===== src/design/rpq_consts.svh =====
// Register indices, field positions, reset values and counts of the qualifier
`ifndef RPQ_CONSTS_SVH
`define RPQ_CONSTS_SVH
`define RPQ_IX_ST1      7'h03
`define RPQ_IX_ST2      7'h04
`define RPQ_IX_CTRL1    7'h07
`define RPQ_IX_CTRL2    7'h08
`define RPQ_IX_DAC      7'h30
`define RPQ_IX_HC1      7'h32
`define RPQ_IX_HC2      7'h33
`define RPQ_IX_PRE      7'h34
`define RPQ_IX_PDC      7'h35
`define RPQ_IX_SYNC3    7'h36
`define RPQ_IX_SYNC2    7'h37
`define RPQ_IX_SYNC1    7'h38
`define RPQ_IX_SYNC0    7'h39
`define RPQ_IX_TXHD3    7'h3a
`define RPQ_IX_PKLEN    7'h3e
`define RPQ_IX_CHHD3    7'h3f
`define RPQ_IX_HDEN3    7'h43
`define RPQ_IX_HDEN0    7'h46
`define RPQ_IX_RXHD3    7'h47
`define RPQ_IX_RXHD2    7'h48
`define RPQ_IX_RXHD1    7'h49
`define RPQ_IX_RXHD0    7'h4a
`define RPQ_IX_RXPLEN   7'h4b
`define RPQ_IX_INVW     7'h60
`define RPQ_IX_MOD      7'h70
`define RPQ_IX_AFTHR    7'h7c
`define RPQ_B_TXON      3
`define RPQ_B_AUTOTX    3
`define RPQ_B_CRCDONLY  5
`define RPQ_B_FIXPKLEN  3
`define RPQ_B_WHITE     0
`define RPQ_B_MANCH     1
`define RPQ_B_MANINV    2
`define RPQ_RST_HC1     8'h0c
`define RPQ_RST_HC2     8'h22
`define RPQ_RST_PRE     8'h08
`define RPQ_RST_PDC     8'h2a
`define RPQ_RST_SYNC3   8'h2d
`define RPQ_RST_SYNC2   8'hd4
`define RPQ_RST_HDEN    8'hff
`define RPQ_PN9_SEED    9'h1ff
`define RPQ_SYNC_XTRA   6'h04
`endif


===== src/design/rpq_pkg.sv =====
// Types of the radio packet qualifier
package rpq_pkg;
	typedef enum logic [2:0] {
		S_IDLE = 3'b000,
		S_PRE  = 3'b001,
		S_SYNC = 3'b010,
		S_HDR  = 3'b011,
		S_LEN  = 3'b100,
		S_DATA = 3'b101
	} rpq_st_t;
endpackage


===== src/design/rpq_top.sv =====
// Radio packet qualifier: framing, whitening, Manchester, preamble and sync
`timescale 1ns/100ps
`default_nettype none
`include "rpq_consts.svh"
module rpq_top #(
	parameter int FIFO_DEPTH = 64,
	parameter int LVL_W      = 8
) (
	input  wire logic             pclk,
	input  wire logic             presetn,
	input  wire logic [11:0]      paddr,
	input  wire logic             psel,
	input  wire logic             penable,
	input  wire logic             pwrite,
	input  wire logic [31:0]      pwdata,
	output logic      [31:0]      prdata,
	output logic                  pready,
	output logic                  pslverr,
	input  wire logic             sym_tick,
	input  wire logic             rx_sym,
	input  wire logic             rx_en,
	input  wire logic [7:0]       tx_byte,
	input  wire logic             tx_wr,
	input  wire logic [LVL_W-1:0] tx_level,
	output logic                  tx_sym,
	output logic                  tx_active,
	output logic                  tx_rd,
	output logic                  tx_rewind,
	output logic      [7:0]       rx_byte,
	output logic                  rx_valid,
	output logic                  crc_clr,
	output logic                  crc_stb,
	output logic                  crc_bit,
	output logic                  pre_det,
	output logic                  pre_inv
);
	logic [7:0]  regs_q [0:127];
	logic [7:0]  st1_q, st2_q, rd_val, rxplen_q, pklen;
	logic [31:0] rxhd_q, sync_w, txhd, chhd, hden;
	logic [6:0]  idx;
	logic        hit, acc, wr_en, rd_done;
	logic        whiten, manch, inv, crcdonly, fixpk, txon, autotx;
	logic [1:0]  synclen;
	logic [2:0]  hdlen, snb;
	logic [3:0]  bcen, hdch, invw;
	logic [4:0]  preath;
	logic [8:0]  prealen, pl;

	assign idx     = paddr[8:2];
	assign hit     = (paddr[11:9] == 3'h0);
	assign acc     = psel & penable & pready;
	assign wr_en   = acc & pwrite & hit;
	assign rd_done = acc & ~pwrite & hit;

	assign whiten   = regs_q[`RPQ_IX_MOD][`RPQ_B_WHITE];
	assign manch    = regs_q[`RPQ_IX_MOD][`RPQ_B_MANCH];
	assign inv      = regs_q[`RPQ_IX_MOD][`RPQ_B_MANINV];
	assign crcdonly = regs_q[`RPQ_IX_DAC][`RPQ_B_CRCDONLY];
	assign fixpk    = regs_q[`RPQ_IX_HC2][`RPQ_B_FIXPKLEN];
	assign txon     = regs_q[`RPQ_IX_CTRL1][`RPQ_B_TXON];
	assign autotx   = regs_q[`RPQ_IX_CTRL2][`RPQ_B_AUTOTX];
	assign synclen  = regs_q[`RPQ_IX_HC2][2:1];
	assign hdlen    = regs_q[`RPQ_IX_HC2][6:4];
	assign bcen     = regs_q[`RPQ_IX_HC1][7:4];
	assign hdch     = regs_q[`RPQ_IX_HC1][3:0];
	assign preath   = regs_q[`RPQ_IX_PDC][7:3];
	assign invw     = regs_q[`RPQ_IX_INVW][7:4];
	assign pklen    = regs_q[`RPQ_IX_PKLEN];
	assign prealen  = {regs_q[`RPQ_IX_HC2][0], regs_q[`RPQ_IX_PRE]};
	assign pl       = (prealen == 9'h000) ? 9'h001 : prealen;
	assign snb      = {1'b0, synclen} + 3'h1;

	genvar g;
	generate
		for (g = 0; g < 4; g++) begin : g_word
			assign sync_w[31-8*g -: 8] = regs_q[`RPQ_IX_SYNC3 + 7'(g)];
			assign txhd[31-8*g -: 8]   = regs_q[`RPQ_IX_TXHD3 + 7'(g)];
			assign chhd[31-8*g -: 8]   = regs_q[`RPQ_IX_CHHD3 + 7'(g)];
			assign hden[31-8*g -: 8]   = regs_q[`RPQ_IX_HDEN3 + 7'(g)];
		end
	endgenerate

	function automatic logic [7:0] rst_val(input logic [6:0] i);
		case (i)
		`RPQ_IX_HC1:   rst_val = `RPQ_RST_HC1;
		`RPQ_IX_HC2:   rst_val = `RPQ_RST_HC2;
		`RPQ_IX_PRE:   rst_val = `RPQ_RST_PRE;
		`RPQ_IX_PDC:   rst_val = `RPQ_RST_PDC;
		`RPQ_IX_SYNC3: rst_val = `RPQ_RST_SYNC3;
		`RPQ_IX_SYNC2: rst_val = `RPQ_RST_SYNC2;
		default:       rst_val = (i >= `RPQ_IX_HDEN3 && i <= `RPQ_IX_HDEN0) ?
		                         `RPQ_RST_HDEN : 8'h00;
		endcase
	endfunction

	// Field order shared by both directions
	function automatic rpq_pkg::rpq_st_t next_fld(
		input rpq_pkg::rpq_st_t st, input logic [7:0] ln, input logic more);
		next_fld = rpq_pkg::S_IDLE;
		if (st == rpq_pkg::S_PRE)
			next_fld = rpq_pkg::S_SYNC;
		else if (st == rpq_pkg::S_SYNC && hdlen != 3'h0)
			next_fld = rpq_pkg::S_HDR;
		else if ((st == rpq_pkg::S_SYNC || st == rpq_pkg::S_HDR) && !fixpk)
			next_fld = rpq_pkg::S_LEN;
		else if ((st != rpq_pkg::S_DATA && ln != 8'h00) || more)
			next_fld = rpq_pkg::S_DATA;
	endfunction

	// Register file; transmit start clears the command bit
	logic tx_go;
	always_ff @(posedge pclk or negedge presetn) begin
		if (!presetn) begin
			for (int i = 0; i < 128; i++)
				regs_q[i] <= rst_val(7'(i));
		end else begin
			if (wr_en && idx != `RPQ_IX_ST1 && idx != `RPQ_IX_ST2 &&
			    !(idx >= `RPQ_IX_RXHD3 && idx <= `RPQ_IX_RXPLEN))
				regs_q[idx] <= pwdata[7:0];
			if (tx_go)
				regs_q[`RPQ_IX_CTRL1][`RPQ_B_TXON] <= 1'b0;
		end
	end

	always_comb begin
		case (idx)
		`RPQ_IX_ST1:    rd_val = st1_q;
		`RPQ_IX_ST2:    rd_val = st2_q;
		`RPQ_IX_RXHD3:  rd_val = rxhd_q[31:24];
		`RPQ_IX_RXHD2:  rd_val = rxhd_q[23:16];
		`RPQ_IX_RXHD1:  rd_val = rxhd_q[15:8];
		`RPQ_IX_RXHD0:  rd_val = rxhd_q[7:0];
		`RPQ_IX_RXPLEN: rd_val = rxplen_q;
		default:        rd_val = regs_q[idx];
		endcase
	end

	// One wait state: data is captured on the same edge that pready rises
	always_ff @(posedge pclk or negedge presetn) begin
		if (!presetn) begin
			pready  <= 1'b0;
			pslverr <= 1'b0;
			prdata  <= 32'h0;
		end else begin
			pready <= psel & penable & ~pready;
			if (psel & penable & ~pready) begin
				pslverr <= ~hit;
				prdata  <= hit ? {24'h0, rd_val} : 32'h0;
			end
		end
	end

	// Transmit path
	rpq_pkg::rpq_st_t tst_q, nf_st;
	logic [31:0] tsh_q, nf_sh;
	logic [11:0] tcnt_q, nf_cnt;
	logic [7:0]  tbyt_q;
	logic [8:0]  tlfsr_q;
	logic        thalf_q, tbit_q, reload_q, nf_pop, tb, twb, tstep, tx_done;

	always_comb begin
		nf_st  = next_fld(tst_q, pklen,
		                  tst_q == rpq_pkg::S_DATA && tbyt_q > 8'h01);
		nf_sh  = 32'h0;
		nf_cnt = 12'h0;
		nf_pop = 1'b0;
		case (nf_st)
		rpq_pkg::S_SYNC: begin
			nf_sh  = sync_w;
			nf_cnt = {6'h0, snb, 3'h0};
		end
		rpq_pkg::S_HDR: begin
			nf_sh  = txhd;
			nf_cnt = {6'h0, hdlen, 3'h0};
		end
		rpq_pkg::S_LEN: begin
			nf_sh  = {pklen, 24'h0};
			nf_cnt = 12'h008;
		end
		rpq_pkg::S_DATA: begin
			nf_sh  = {tx_byte, 24'h0};
			nf_cnt = 12'h008;
			nf_pop = 1'b1;
		end
		default: ;
		endcase
	end

	// auto start above the almost-full level
	assign tx_go = (tst_q == rpq_pkg::S_IDLE) && !thalf_q &&
	               (txon || (autotx &&
	                tx_level > regs_q[`RPQ_IX_AFTHR][LVL_W-1:0]));
	// preamble bit from the even count, first bit zero
	assign tb    = (tst_q == rpq_pkg::S_PRE) ? tcnt_q[0] : tsh_q[31];
	assign twb   = tb ^ (tst_q == rpq_pkg::S_DATA && whiten && tlfsr_q[0]);
	assign tstep = sym_tick && !thalf_q && tst_q != rpq_pkg::S_IDLE;
	// packet ends after the last programmed byte
	assign tx_done = tstep && tcnt_q == 12'h001 && nf_st == rpq_pkg::S_IDLE;

	always_ff @(posedge pclk or negedge presetn) begin
		if (!presetn) begin
			tst_q     <= rpq_pkg::S_IDLE;
			tsh_q     <= 32'h0;
			tcnt_q    <= 12'h0;
			tbyt_q    <= 8'h0;
			tlfsr_q   <= `RPQ_PN9_SEED;
			thalf_q   <= 1'b0;
			tbit_q    <= 1'b0;
			reload_q  <= 1'b0;
			tx_sym    <= 1'b0;
			tx_active <= 1'b0;
			tx_rd     <= 1'b0;
			tx_rewind <= 1'b0;
		end else begin
			tx_rd     <= 1'b0;
			tx_rewind <= 1'b0;
			if (tx_wr)
				reload_q <= 1'b1;
			if (tx_go) begin
				tst_q     <= rpq_pkg::S_PRE;
				tcnt_q    <= {pl, 3'h0};
				tbyt_q    <= pklen;
				tx_active <= 1'b1;
				reload_q  <= 1'b0;
				// replay the FIFO on a txon start when nothing new was loaded
				// only when the packet fits the FIFO
				tx_rewind <= txon && !reload_q && !tx_wr &&
				             {24'h0, pklen} <= FIFO_DEPTH;
			end else if (sym_tick && thalf_q) begin
				// second symbol is the complement, inverted if set
				tx_sym  <= ~tbit_q ^ inv;
				thalf_q <= 1'b0;
				if (tst_q == rpq_pkg::S_IDLE)
					tx_active <= 1'b0;
			end else if (tstep) begin
				tbit_q  <= twb;
				// Manchester sends two symbols per bit
				tx_sym  <= manch ? (twb ^ inv) : twb;
				thalf_q <= manch;
				if (tst_q == rpq_pkg::S_DATA)
					tlfsr_q <= {tlfsr_q[0] ^ tlfsr_q[5], tlfsr_q[8:1]};
				if (tcnt_q > 12'h001) begin
					tcnt_q <= tcnt_q - 12'h001;
					tsh_q  <= {tsh_q[30:0], 1'b0};
				end else begin
					tst_q  <= nf_st;
					tsh_q  <= nf_sh;
					tcnt_q <= nf_cnt;
					tx_rd  <= nf_pop;
					// generator restarts at the first payload bit
					if (nf_st == rpq_pkg::S_DATA && tst_q != rpq_pkg::S_DATA)
						tlfsr_q <= `RPQ_PN9_SEED;
					if (tst_q == rpq_pkg::S_DATA)
						tbyt_q <= tbyt_q - 8'h01;
					if (nf_st == rpq_pkg::S_IDLE && !manch)
						tx_active <= 1'b0;
				end
			end
		end
	end

	// Receive path; symbols come from the modem in this clock domain
	rpq_pkg::rpq_st_t rst_q, rnf;
	logic [31:0] rsh_q, want, msk;
	logic [8:0]  rlfsr_q;
	logic [7:0]  pre_cnt_q, pre_nx, rcnt_q, rcnt_nx, rbyte;
	logic [5:0]  win_q, tmo_q;
	logic [2:0]  rbits_q;
	logic [1:0]  hidx;
	logic        rhalf_q, rfirst_q, rlast_q, inv_done_q, tmo_run_q;
	logic        rx_stb, rx_b, rb_in, pre_hit, inv_hit, sync_hit, tmo_hit;
	logic        bdone, hdr_bad, fend;

	// first symbol of a pair carries the bit, inverted if set
	assign rx_stb  = sym_tick && rx_en && (!manch || rhalf_q);
	assign rx_b    = manch ? (rfirst_q ^ inv) : rx_sym;
	assign rb_in   = rx_b ^ (rst_q == rpq_pkg::S_DATA && whiten && rlfsr_q[0]);
	assign rbyte   = {rsh_q[6:0], rb_in};
	assign pre_nx  = (rx_b != rlast_q) ?
	                 ((pre_cnt_q == 8'hff) ? 8'hff : pre_cnt_q + 8'h01) : 8'h01;
	assign pre_hit = pre_nx >= {1'b0, preath, 2'b00};
	// window of four-bit units without a preamble
	assign inv_hit = invw != 4'h0 && !inv_done_q &&
	                 (win_q + 6'h01) == {invw, 2'b00};
	// compare only the selected top bytes of the sync word
	assign want    = sync_w >> {3'h3 - {1'b0, synclen}, 3'h0};
	assign msk     = 32'hffffffff >> {3'h3 - {1'b0, synclen}, 3'h0};
	// received bits shift in, byte 3 lands highest
	assign sync_hit = (({rsh_q[30:0], rx_b} ^ want) & msk) == 32'h0;
	assign tmo_hit = (tmo_q + 6'h01) == ({snb, 3'h0} + `RPQ_SYNC_XTRA);
	assign bdone   = rbits_q == 3'h7;
	assign rcnt_nx = rcnt_q + 8'h01;
	assign hidx    = 2'h3 - rcnt_q[1:0];
	// masked compare per checked byte, broadcast FFh
	assign hdr_bad = hdch[hidx] &&
	                 ((rbyte ^ chhd[{hidx, 3'h0} +: 8]) &
	                  hden[{hidx, 3'h0} +: 8]) != 8'h00 &&
	                 !(bcen[hidx] && rbyte == 8'hff);
	assign rnf     = next_fld(rst_q,
	                 (rst_q == rpq_pkg::S_LEN) ? rbyte : pklen, 1'b0);
	assign fend    = bdone && ((rst_q == rpq_pkg::S_HDR &&
	                 rcnt_nx == {5'h0, hdlen}) || rst_q == rpq_pkg::S_LEN ||
	                 (rst_q == rpq_pkg::S_DATA && rcnt_nx == rxplen_q));

	always_ff @(posedge pclk or negedge presetn) begin
		if (!presetn) begin
			rst_q      <= rpq_pkg::S_PRE;
			rsh_q      <= 32'h0;
			rlfsr_q    <= `RPQ_PN9_SEED;
			pre_cnt_q  <= 8'h0;
			rcnt_q     <= 8'h0;
			win_q      <= 6'h0;
			tmo_q      <= 6'h0;
			rbits_q    <= 3'h0;
			rhalf_q    <= 1'b0;
			rfirst_q   <= 1'b0;
			rlast_q    <= 1'b0;
			inv_done_q <= 1'b0;
			tmo_run_q  <= 1'b0;
			rxhd_q     <= 32'h0;
			rxplen_q   <= 8'h0;
			rx_byte    <= 8'h0;
			rx_valid   <= 1'b0;
		end else begin
			rx_valid <= 1'b0;
			if (!rx_en) begin
				rst_q      <= rpq_pkg::S_PRE;
				rhalf_q    <= 1'b0;
				pre_cnt_q  <= 8'h0;
				win_q      <= 6'h0;
				inv_done_q <= 1'b0;
			end else if (sym_tick && manch && !rhalf_q) begin
				rfirst_q <= rx_sym;
				rhalf_q  <= 1'b1;
			end else if (rx_stb) begin
				rhalf_q   <= 1'b0;
				rsh_q     <= {rsh_q[30:0], rb_in};
				rlast_q   <= rx_b;
				pre_cnt_q <= pre_nx;
				rbits_q   <= rbits_q + 3'h1;
				if (rst_q == rpq_pkg::S_DATA)
					rlfsr_q <= {rlfsr_q[0] ^ rlfsr_q[5], rlfsr_q[8:1]};
				case (rst_q)
				rpq_pkg::S_PRE: begin
					if (win_q != 6'h3f)
						win_q <= win_q + 6'h01;
					// a valid preamble detection opens the sync search
					if (pre_hit) begin
						rst_q     <= rpq_pkg::S_SYNC;
						tmo_run_q <= 1'b0;
						tmo_q     <= 6'h0;
					end else if (inv_hit)
						inv_done_q <= 1'b1;
				end
				rpq_pkg::S_SYNC: begin
					if (sync_hit) begin
						rst_q    <= rnf;
						rbits_q  <= 3'h0;
						rcnt_q   <= 8'h0;
						rxplen_q <= pklen;
						rlfsr_q  <= `RPQ_PN9_SEED;
					// timer runs from the first non-preamble bit
					end else if (tmo_run_q || rx_b == rlast_q) begin
						tmo_run_q <= 1'b1;
						tmo_q     <= tmo_q + 6'h01;
						// timeout goes back to preamble search
						if (tmo_hit) begin
							rst_q      <= rpq_pkg::S_PRE;
							win_q      <= 6'h0;
							inv_done_q <= 1'b0;
						end
					end
				end
				rpq_pkg::S_HDR, rpq_pkg::S_LEN, rpq_pkg::S_DATA: begin
					if (bdone) begin
						rcnt_q <= rcnt_nx;
						if (rst_q == rpq_pkg::S_HDR)
							rxhd_q[{hidx, 3'h0} +: 8] <= rbyte;
						if (rst_q == rpq_pkg::S_LEN)
							rxplen_q <= rbyte;
						if (rst_q == rpq_pkg::S_DATA) begin
							rx_byte  <= rbyte;
							rx_valid <= 1'b1;
						end
					end
					if (bdone && rst_q == rpq_pkg::S_HDR && hdr_bad) begin
						rst_q      <= rpq_pkg::S_PRE;
						win_q      <= 6'h0;
						inv_done_q <= 1'b0;
					end else if (fend) begin
						rcnt_q <= 8'h0;
						rst_q  <= (rnf == rpq_pkg::S_IDLE) ?
						          rpq_pkg::S_PRE : rnf;
						win_q      <= 6'h0;
						inv_done_q <= 1'b0;
						rlfsr_q    <= `RPQ_PN9_SEED;
					end
				end
				default: rst_q <= rpq_pkg::S_PRE;
				endcase
			end
		end
	end

	// CRC feed: start pulse, then bits in scope
	logic rx_in_scope, tx_in_scope;
	// length and header in scope unless payload only
	assign tx_in_scope = tst_q == rpq_pkg::S_DATA || (!crcdonly &&
	                     (tst_q == rpq_pkg::S_HDR || tst_q == rpq_pkg::S_LEN));
	assign rx_in_scope = rst_q == rpq_pkg::S_DATA || (!crcdonly &&
	                     (rst_q == rpq_pkg::S_HDR || rst_q == rpq_pkg::S_LEN));
	always_ff @(posedge pclk or negedge presetn) begin
		if (!presetn) begin
			crc_clr <= 1'b0;
			crc_stb <= 1'b0;
			crc_bit <= 1'b0;
			pre_det <= 1'b0;
			pre_inv <= 1'b0;
		end else begin
			crc_clr <= tx_go || (rx_stb && rst_q == rpq_pkg::S_SYNC && sync_hit);
			crc_stb <= (tstep && tx_in_scope) || (rx_stb && rx_in_scope);
			crc_bit <= tstep ? tb : rb_in;
			// detector level on an output pin
			pre_det <= rx_en && rst_q != rpq_pkg::S_PRE;
			pre_inv <= rx_en && inv_done_q && rst_q == rpq_pkg::S_PRE;
		end
	end

	// Status flags clear on read; a new event wins over the clear
	logic [7:0] set1, set2, clr1, clr2;
	assign set1 = {5'h0, tx_done,
	               rx_stb && fend && rnf == rpq_pkg::S_IDLE &&
	               !(rst_q == rpq_pkg::S_HDR && hdr_bad),
	               rx_stb && bdone && rst_q == rpq_pkg::S_HDR && hdr_bad};
	assign set2 = {rx_stb && rst_q == rpq_pkg::S_SYNC && sync_hit, 5'h0,
	               rx_stb && rst_q == rpq_pkg::S_PRE && pre_hit,
	               rx_stb && rst_q == rpq_pkg::S_PRE && inv_hit && !pre_hit};
	// only bits actually returned are cleared
	assign clr1 = (rd_done && idx == `RPQ_IX_ST1) ? prdata[7:0] : 8'h00;
	assign clr2 = (rd_done && idx == `RPQ_IX_ST2) ? prdata[7:0] : 8'h00;
	always_ff @(posedge pclk or negedge presetn) begin
		if (!presetn) begin
			st1_q <= 8'h00;
			st2_q <= 8'h00;
		end else begin
			st1_q <= (st1_q & ~clr1) | set1;
			// found preamble wins over an invalid one in the same cycle
			st2_q <= (st2_q & ~clr2) | set2;
		end
	end
endmodule
`default_nettype wire


===== config.mk =====
export PLATFORM = sky130hd
export DESIGN_NAME = rpq_top
export DESIGN_NICKNAME = d
export VERILOG_FILES = /design/src/design/rpq_pkg.sv /design/src/design/rpq_top.sv
export VERILOG_INCLUDE_DIRS = /design/src /design/src/design
export SDC_FILE = /design/constraint.sdc
export NUM_CORES = 2
export LEC_CHECK = 0
export BUFFER_PORTS_ARGS = -buffer_cell sky130_fd_sc_hd__buf_2
export CAP_MARGIN = 20
export CORE_ASPECT_RATIO = 1.25
export CORE_UTILIZATION = 65
export CTS_CLUSTER_DIAMETER = 50
export DETAILED_ROUTE_END_ITERATION = 8
export GPL_TIMING_DRIVEN = 0
export PLACE_DENSITY = 0.79
export SYNTH_ARGS = -nofsm -noshare
export SYNTH_HDL_FRONTEND = slang
export SYNTH_SLANG_ARGS = --single-unit

===== constraint.sdc =====
create_clock -name pclk -period 9.55 [get_ports pclk]
set_clock_uncertainty 0.2 [all_clocks]
set_input_delay 2.865 -clock pclk [delete_from_list [all_inputs] [get_ports pclk]]
set_output_delay 2.865 -clock pclk [all_outputs]
set_load 0.02 [all_outputs]

==> impl_results.md <==
- Area Overhead vs Synth: 12.2%
- GRT Residual Overflow: 0
- R2R cell count: 14
- Hold buffers post-CTS: 0
- Die area: 94800 um^2
- Crit path arrival time: 9390 ps
- Count leader, synth: dfrtp_1
- Core Rows: 125
- # setup viols final: 0
- Drt pass-1 iters: 7
- RR Startpoint: rcnt_q[1]$_DFFE_PN0P_
- Post-DP Area: 63500 um^2
- Die Ht: 344 um
- Post-synthesis async set-or-reset flop share: 1.00
- IO Port Bufs: 58
- EDFF count, synth: 0
- Highest net fanout along the worst path: 11
- First-pass GRT wire length: 347 mm
- DRT iter0 DRCs: 6828
- Post-synthesis cell area: 60800 um^2
- Max-slew headroom: 0.0923
- I/O pins: 121
- Placed cell count: 6202
- Ys flop type: dfrtp_1
- Required time worst endpoint: 10000 ps
- Number of H-tree levels: 4
- Remaining DRCs: 0
- Postcts setup bufs: 0
- CTS tree: built
- Core Area: 92700 um^2
- Seq/Total Area, Yosys: 0.518
- Share of cells above drive strength 1: 0.341
- Clock root cell: clkbuf_16
- Register area: 31500 um^2
- Period utilization: 0.936
- Class of the worst hold path: reg -> reg
- Routed wire per std cell: 38.5 um
- Top-area cell type share of the netlist area: 0.489
- Multi-input logic area: 27300 um^2
- Vias per cell: 7.34
- Worst hold endpoint: regs_q[425]$_DFFE_PN0P_
- Final #Nets: 5237
- Vias in the first global route: 46200
- Longest Clk Path Bufs: 3
- Core Util, Final: 0.736
- Total wire length: 249 mm
- VDD IR max: 172 uV
- Post-synthesis average cell area: 12.5 um^2
- Post-route cell area: 68200 um^2
- Max-cap viol count: 0
- Leak: 32.2 nW
- Filler instances: 6316
- Ys Warns: 0
- Skew-Pair Late Insertion Delay: 780 ps
- Initial antenna violation count: 25
- Final setup TNS: 0 ps
- Post-route minimum period: 8940 ps
- DP HPWL: 175 mm
- RSZ-0062 raised after global routing: false
- Synth top area cells: dfrtp_1, mux2_2, mux4_2, dfstp_2, nand2_1
- Max Fclk: 112 MHz
- Final instance count without filler cells: 6479
- Post-CTS Resized: 0
- Kind of critical path: in -> reg
- Synth cell count leaders: dfrtp_1, mux2_2, nand2_1, clkbuf_1, nor2_1
- Area leader, netlist: dfrtp_1
- Chip Width: 276 um
- Hold path cells: 1
- CTS sink count: 1254
- Synth cell types: 103
- Vias: 47500
- Largest net degree at the start of global routing: 171
- Final hold vios: 0
- Total global-route track usage: 0.534
- Remaining antenna violation count: 0
- CTS buffer count: 135
- Initial Utilization: 0.656
- PD cells: 183 nW/um^2
- Element type at the critical path start: input pin
- Reg2reg end: rlfsr_q[6]$_DFFE_PN1P_
- CP endpoint kind: flip-flop
- Reg2Reg Setup Slack: 4590 ps
- Fin. max-slew vios: 0
- Hold_sp: regs_q[425]$_DFFE_PN0P_
- Cells after Synth: 4874
- Clk slew on worst S/H paths: 60 ps
- Worst Max-Slew Pin Slew: 1360 ps
- RD Place Congestion: 1.06
- #FFs+latches synth: 1254
- Status: finished clean
## critical path, stage by stage
cell and delay [ps]:
buf_2 180, buf_4 260, buf_2 530, buf_4 400, buf_2 490, buf_2 670, buf_2 790, buf_2 710
nor2_1 100, o21ai_0 960, o2111ai_1 390, nor2_1 280, o211ai_1 370, a22o_1 320
## power by group
| group | internal [mW] | switching, mW | leakage [nW] | total [mW] |
|---|---|---|---|---|
| combinational | 0.401 | 1.01 | 12.8 | 1.41 |
| sequential | 5.44 | 0.144 | 17.1 | 5.59 |
| clock | 3.18 | 2.32 | 2.28 | 5.51 |
| total | 9.03 | 3.48 | 32.2 | 12.5 |
## flip-flops by register name, indices dropped and copies added, names as in the netlist, 5 cells and up
name	cells
win_q	6
regs_q	918
pklen	8
st2_q	8
prdata	8
st1_q	8
preath	5
prealen	9
rx_byte	8
tbyt_q	8
tlfsr_q	9
rxhd_q	32
tcnt_q	12
rlfsr_q	9
chhd	32
hden	32
rcnt_q	8
rsh_q	31
rxplen_q	8
tsh_q	32
pre_cnt_q	8
tmo_q	6
## kinds of logic after synthesis
logic type | count (synthesis) | share of synthesized area
buffers and inverters | 474 | 0.0346
xor gates and xnor gates | 93 | 0.0136
DFF | 1254 | 0.518
adders and majority gates | 30 | 0.00617
AOI/OAI and AO/OA | 803 | 0.0905
other | 1 | 0.0000617
muxes | 1291 | 0.268
and+or+nand+nor | 928 | 0.0694
## worst max path at each step
stage,from,to,slack [ps],cells past startpoint
5_1_grt,paddr[2],prdata[3]$_DFFE_PN0P_,880,14
6_report,paddr[4],prdata[4]$_DFFE_PN0P_,610,14
2_1_floorplan,paddr[4],prdata[6]$_DFFE_PN0P_,4000,12
4_1_cts,paddr[2],prdata[3]$_DFFE_PN0P_,1160,14
3_5_place_dp,paddr[2],prdata[3]$_DFFE_PN0P_,400,14
3_3_place_gp,presetn,regs_q[849]$_DFFE_PN0P_,-21640,1
## stage by stage
stage | hold WS (ps) | setup WS, ps | power [mW]
2_1_floorplan | 224 | 4000 | 6.37
3_3_place_gp | 234 | -21640 | 6.96
3_5_place_dp | 243 | 398 | 7.01
4_1_cts | 256 | 1160 | 12.4
5_1_grt | 267 | 875 | 12.7
6_report | 253 | 613 | 12.5
## routing by layer
layer	track usage	vias to the layer above	wire [um]
li1	-	18400	-
met1	0.614	24200	81800
met2	0.762	3689	106000
met3	0.206	1308	31800
met4	0.506	12	29200
met5	0	-	97
## layout by cell type, fill, tap and decap left out, types with 36 or more instances in the layout
cell / n
mux4_2: 168
nand2_1: 417
xor2_1: 64
a22oi_1: 87
buf_2: 124
clkbuf_16: 137
nand3_1: 64
clkbuf_1: 305
nor2_1: 197
nor2_2: 54
dfrtp_1: 1187
mux2_2: 1007
a21oi_1: 149
o22ai_1: 36
o21ai_0: 196
mux2i_1: 111
buf_4: 52
a221oi_1: 82
nor3_1: 55
inv_1: 53
dfstp_2: 67
## layout make-up
| class | instances | share of cell area |
|---|---|---|
| Multi-Input combinational cell | 3169 | 0.401 |
| Clock inverter | 54 | 0.0105 |
| Buffer | 419 | 0.0280 |
| Antenna cell | 23 | 0.000844 |
| Timing Repair Buffer | 104 | 0.0163 |
| Tap cell | 1206 | 0.0221 |
| Sequential cell | 1254 | 0.461 |
| Inverter | 55 | 0.00303 |
| Clock buffer | 195 | 0.0573 |
No activity file was read; power rests on OpenSTA's default activity.
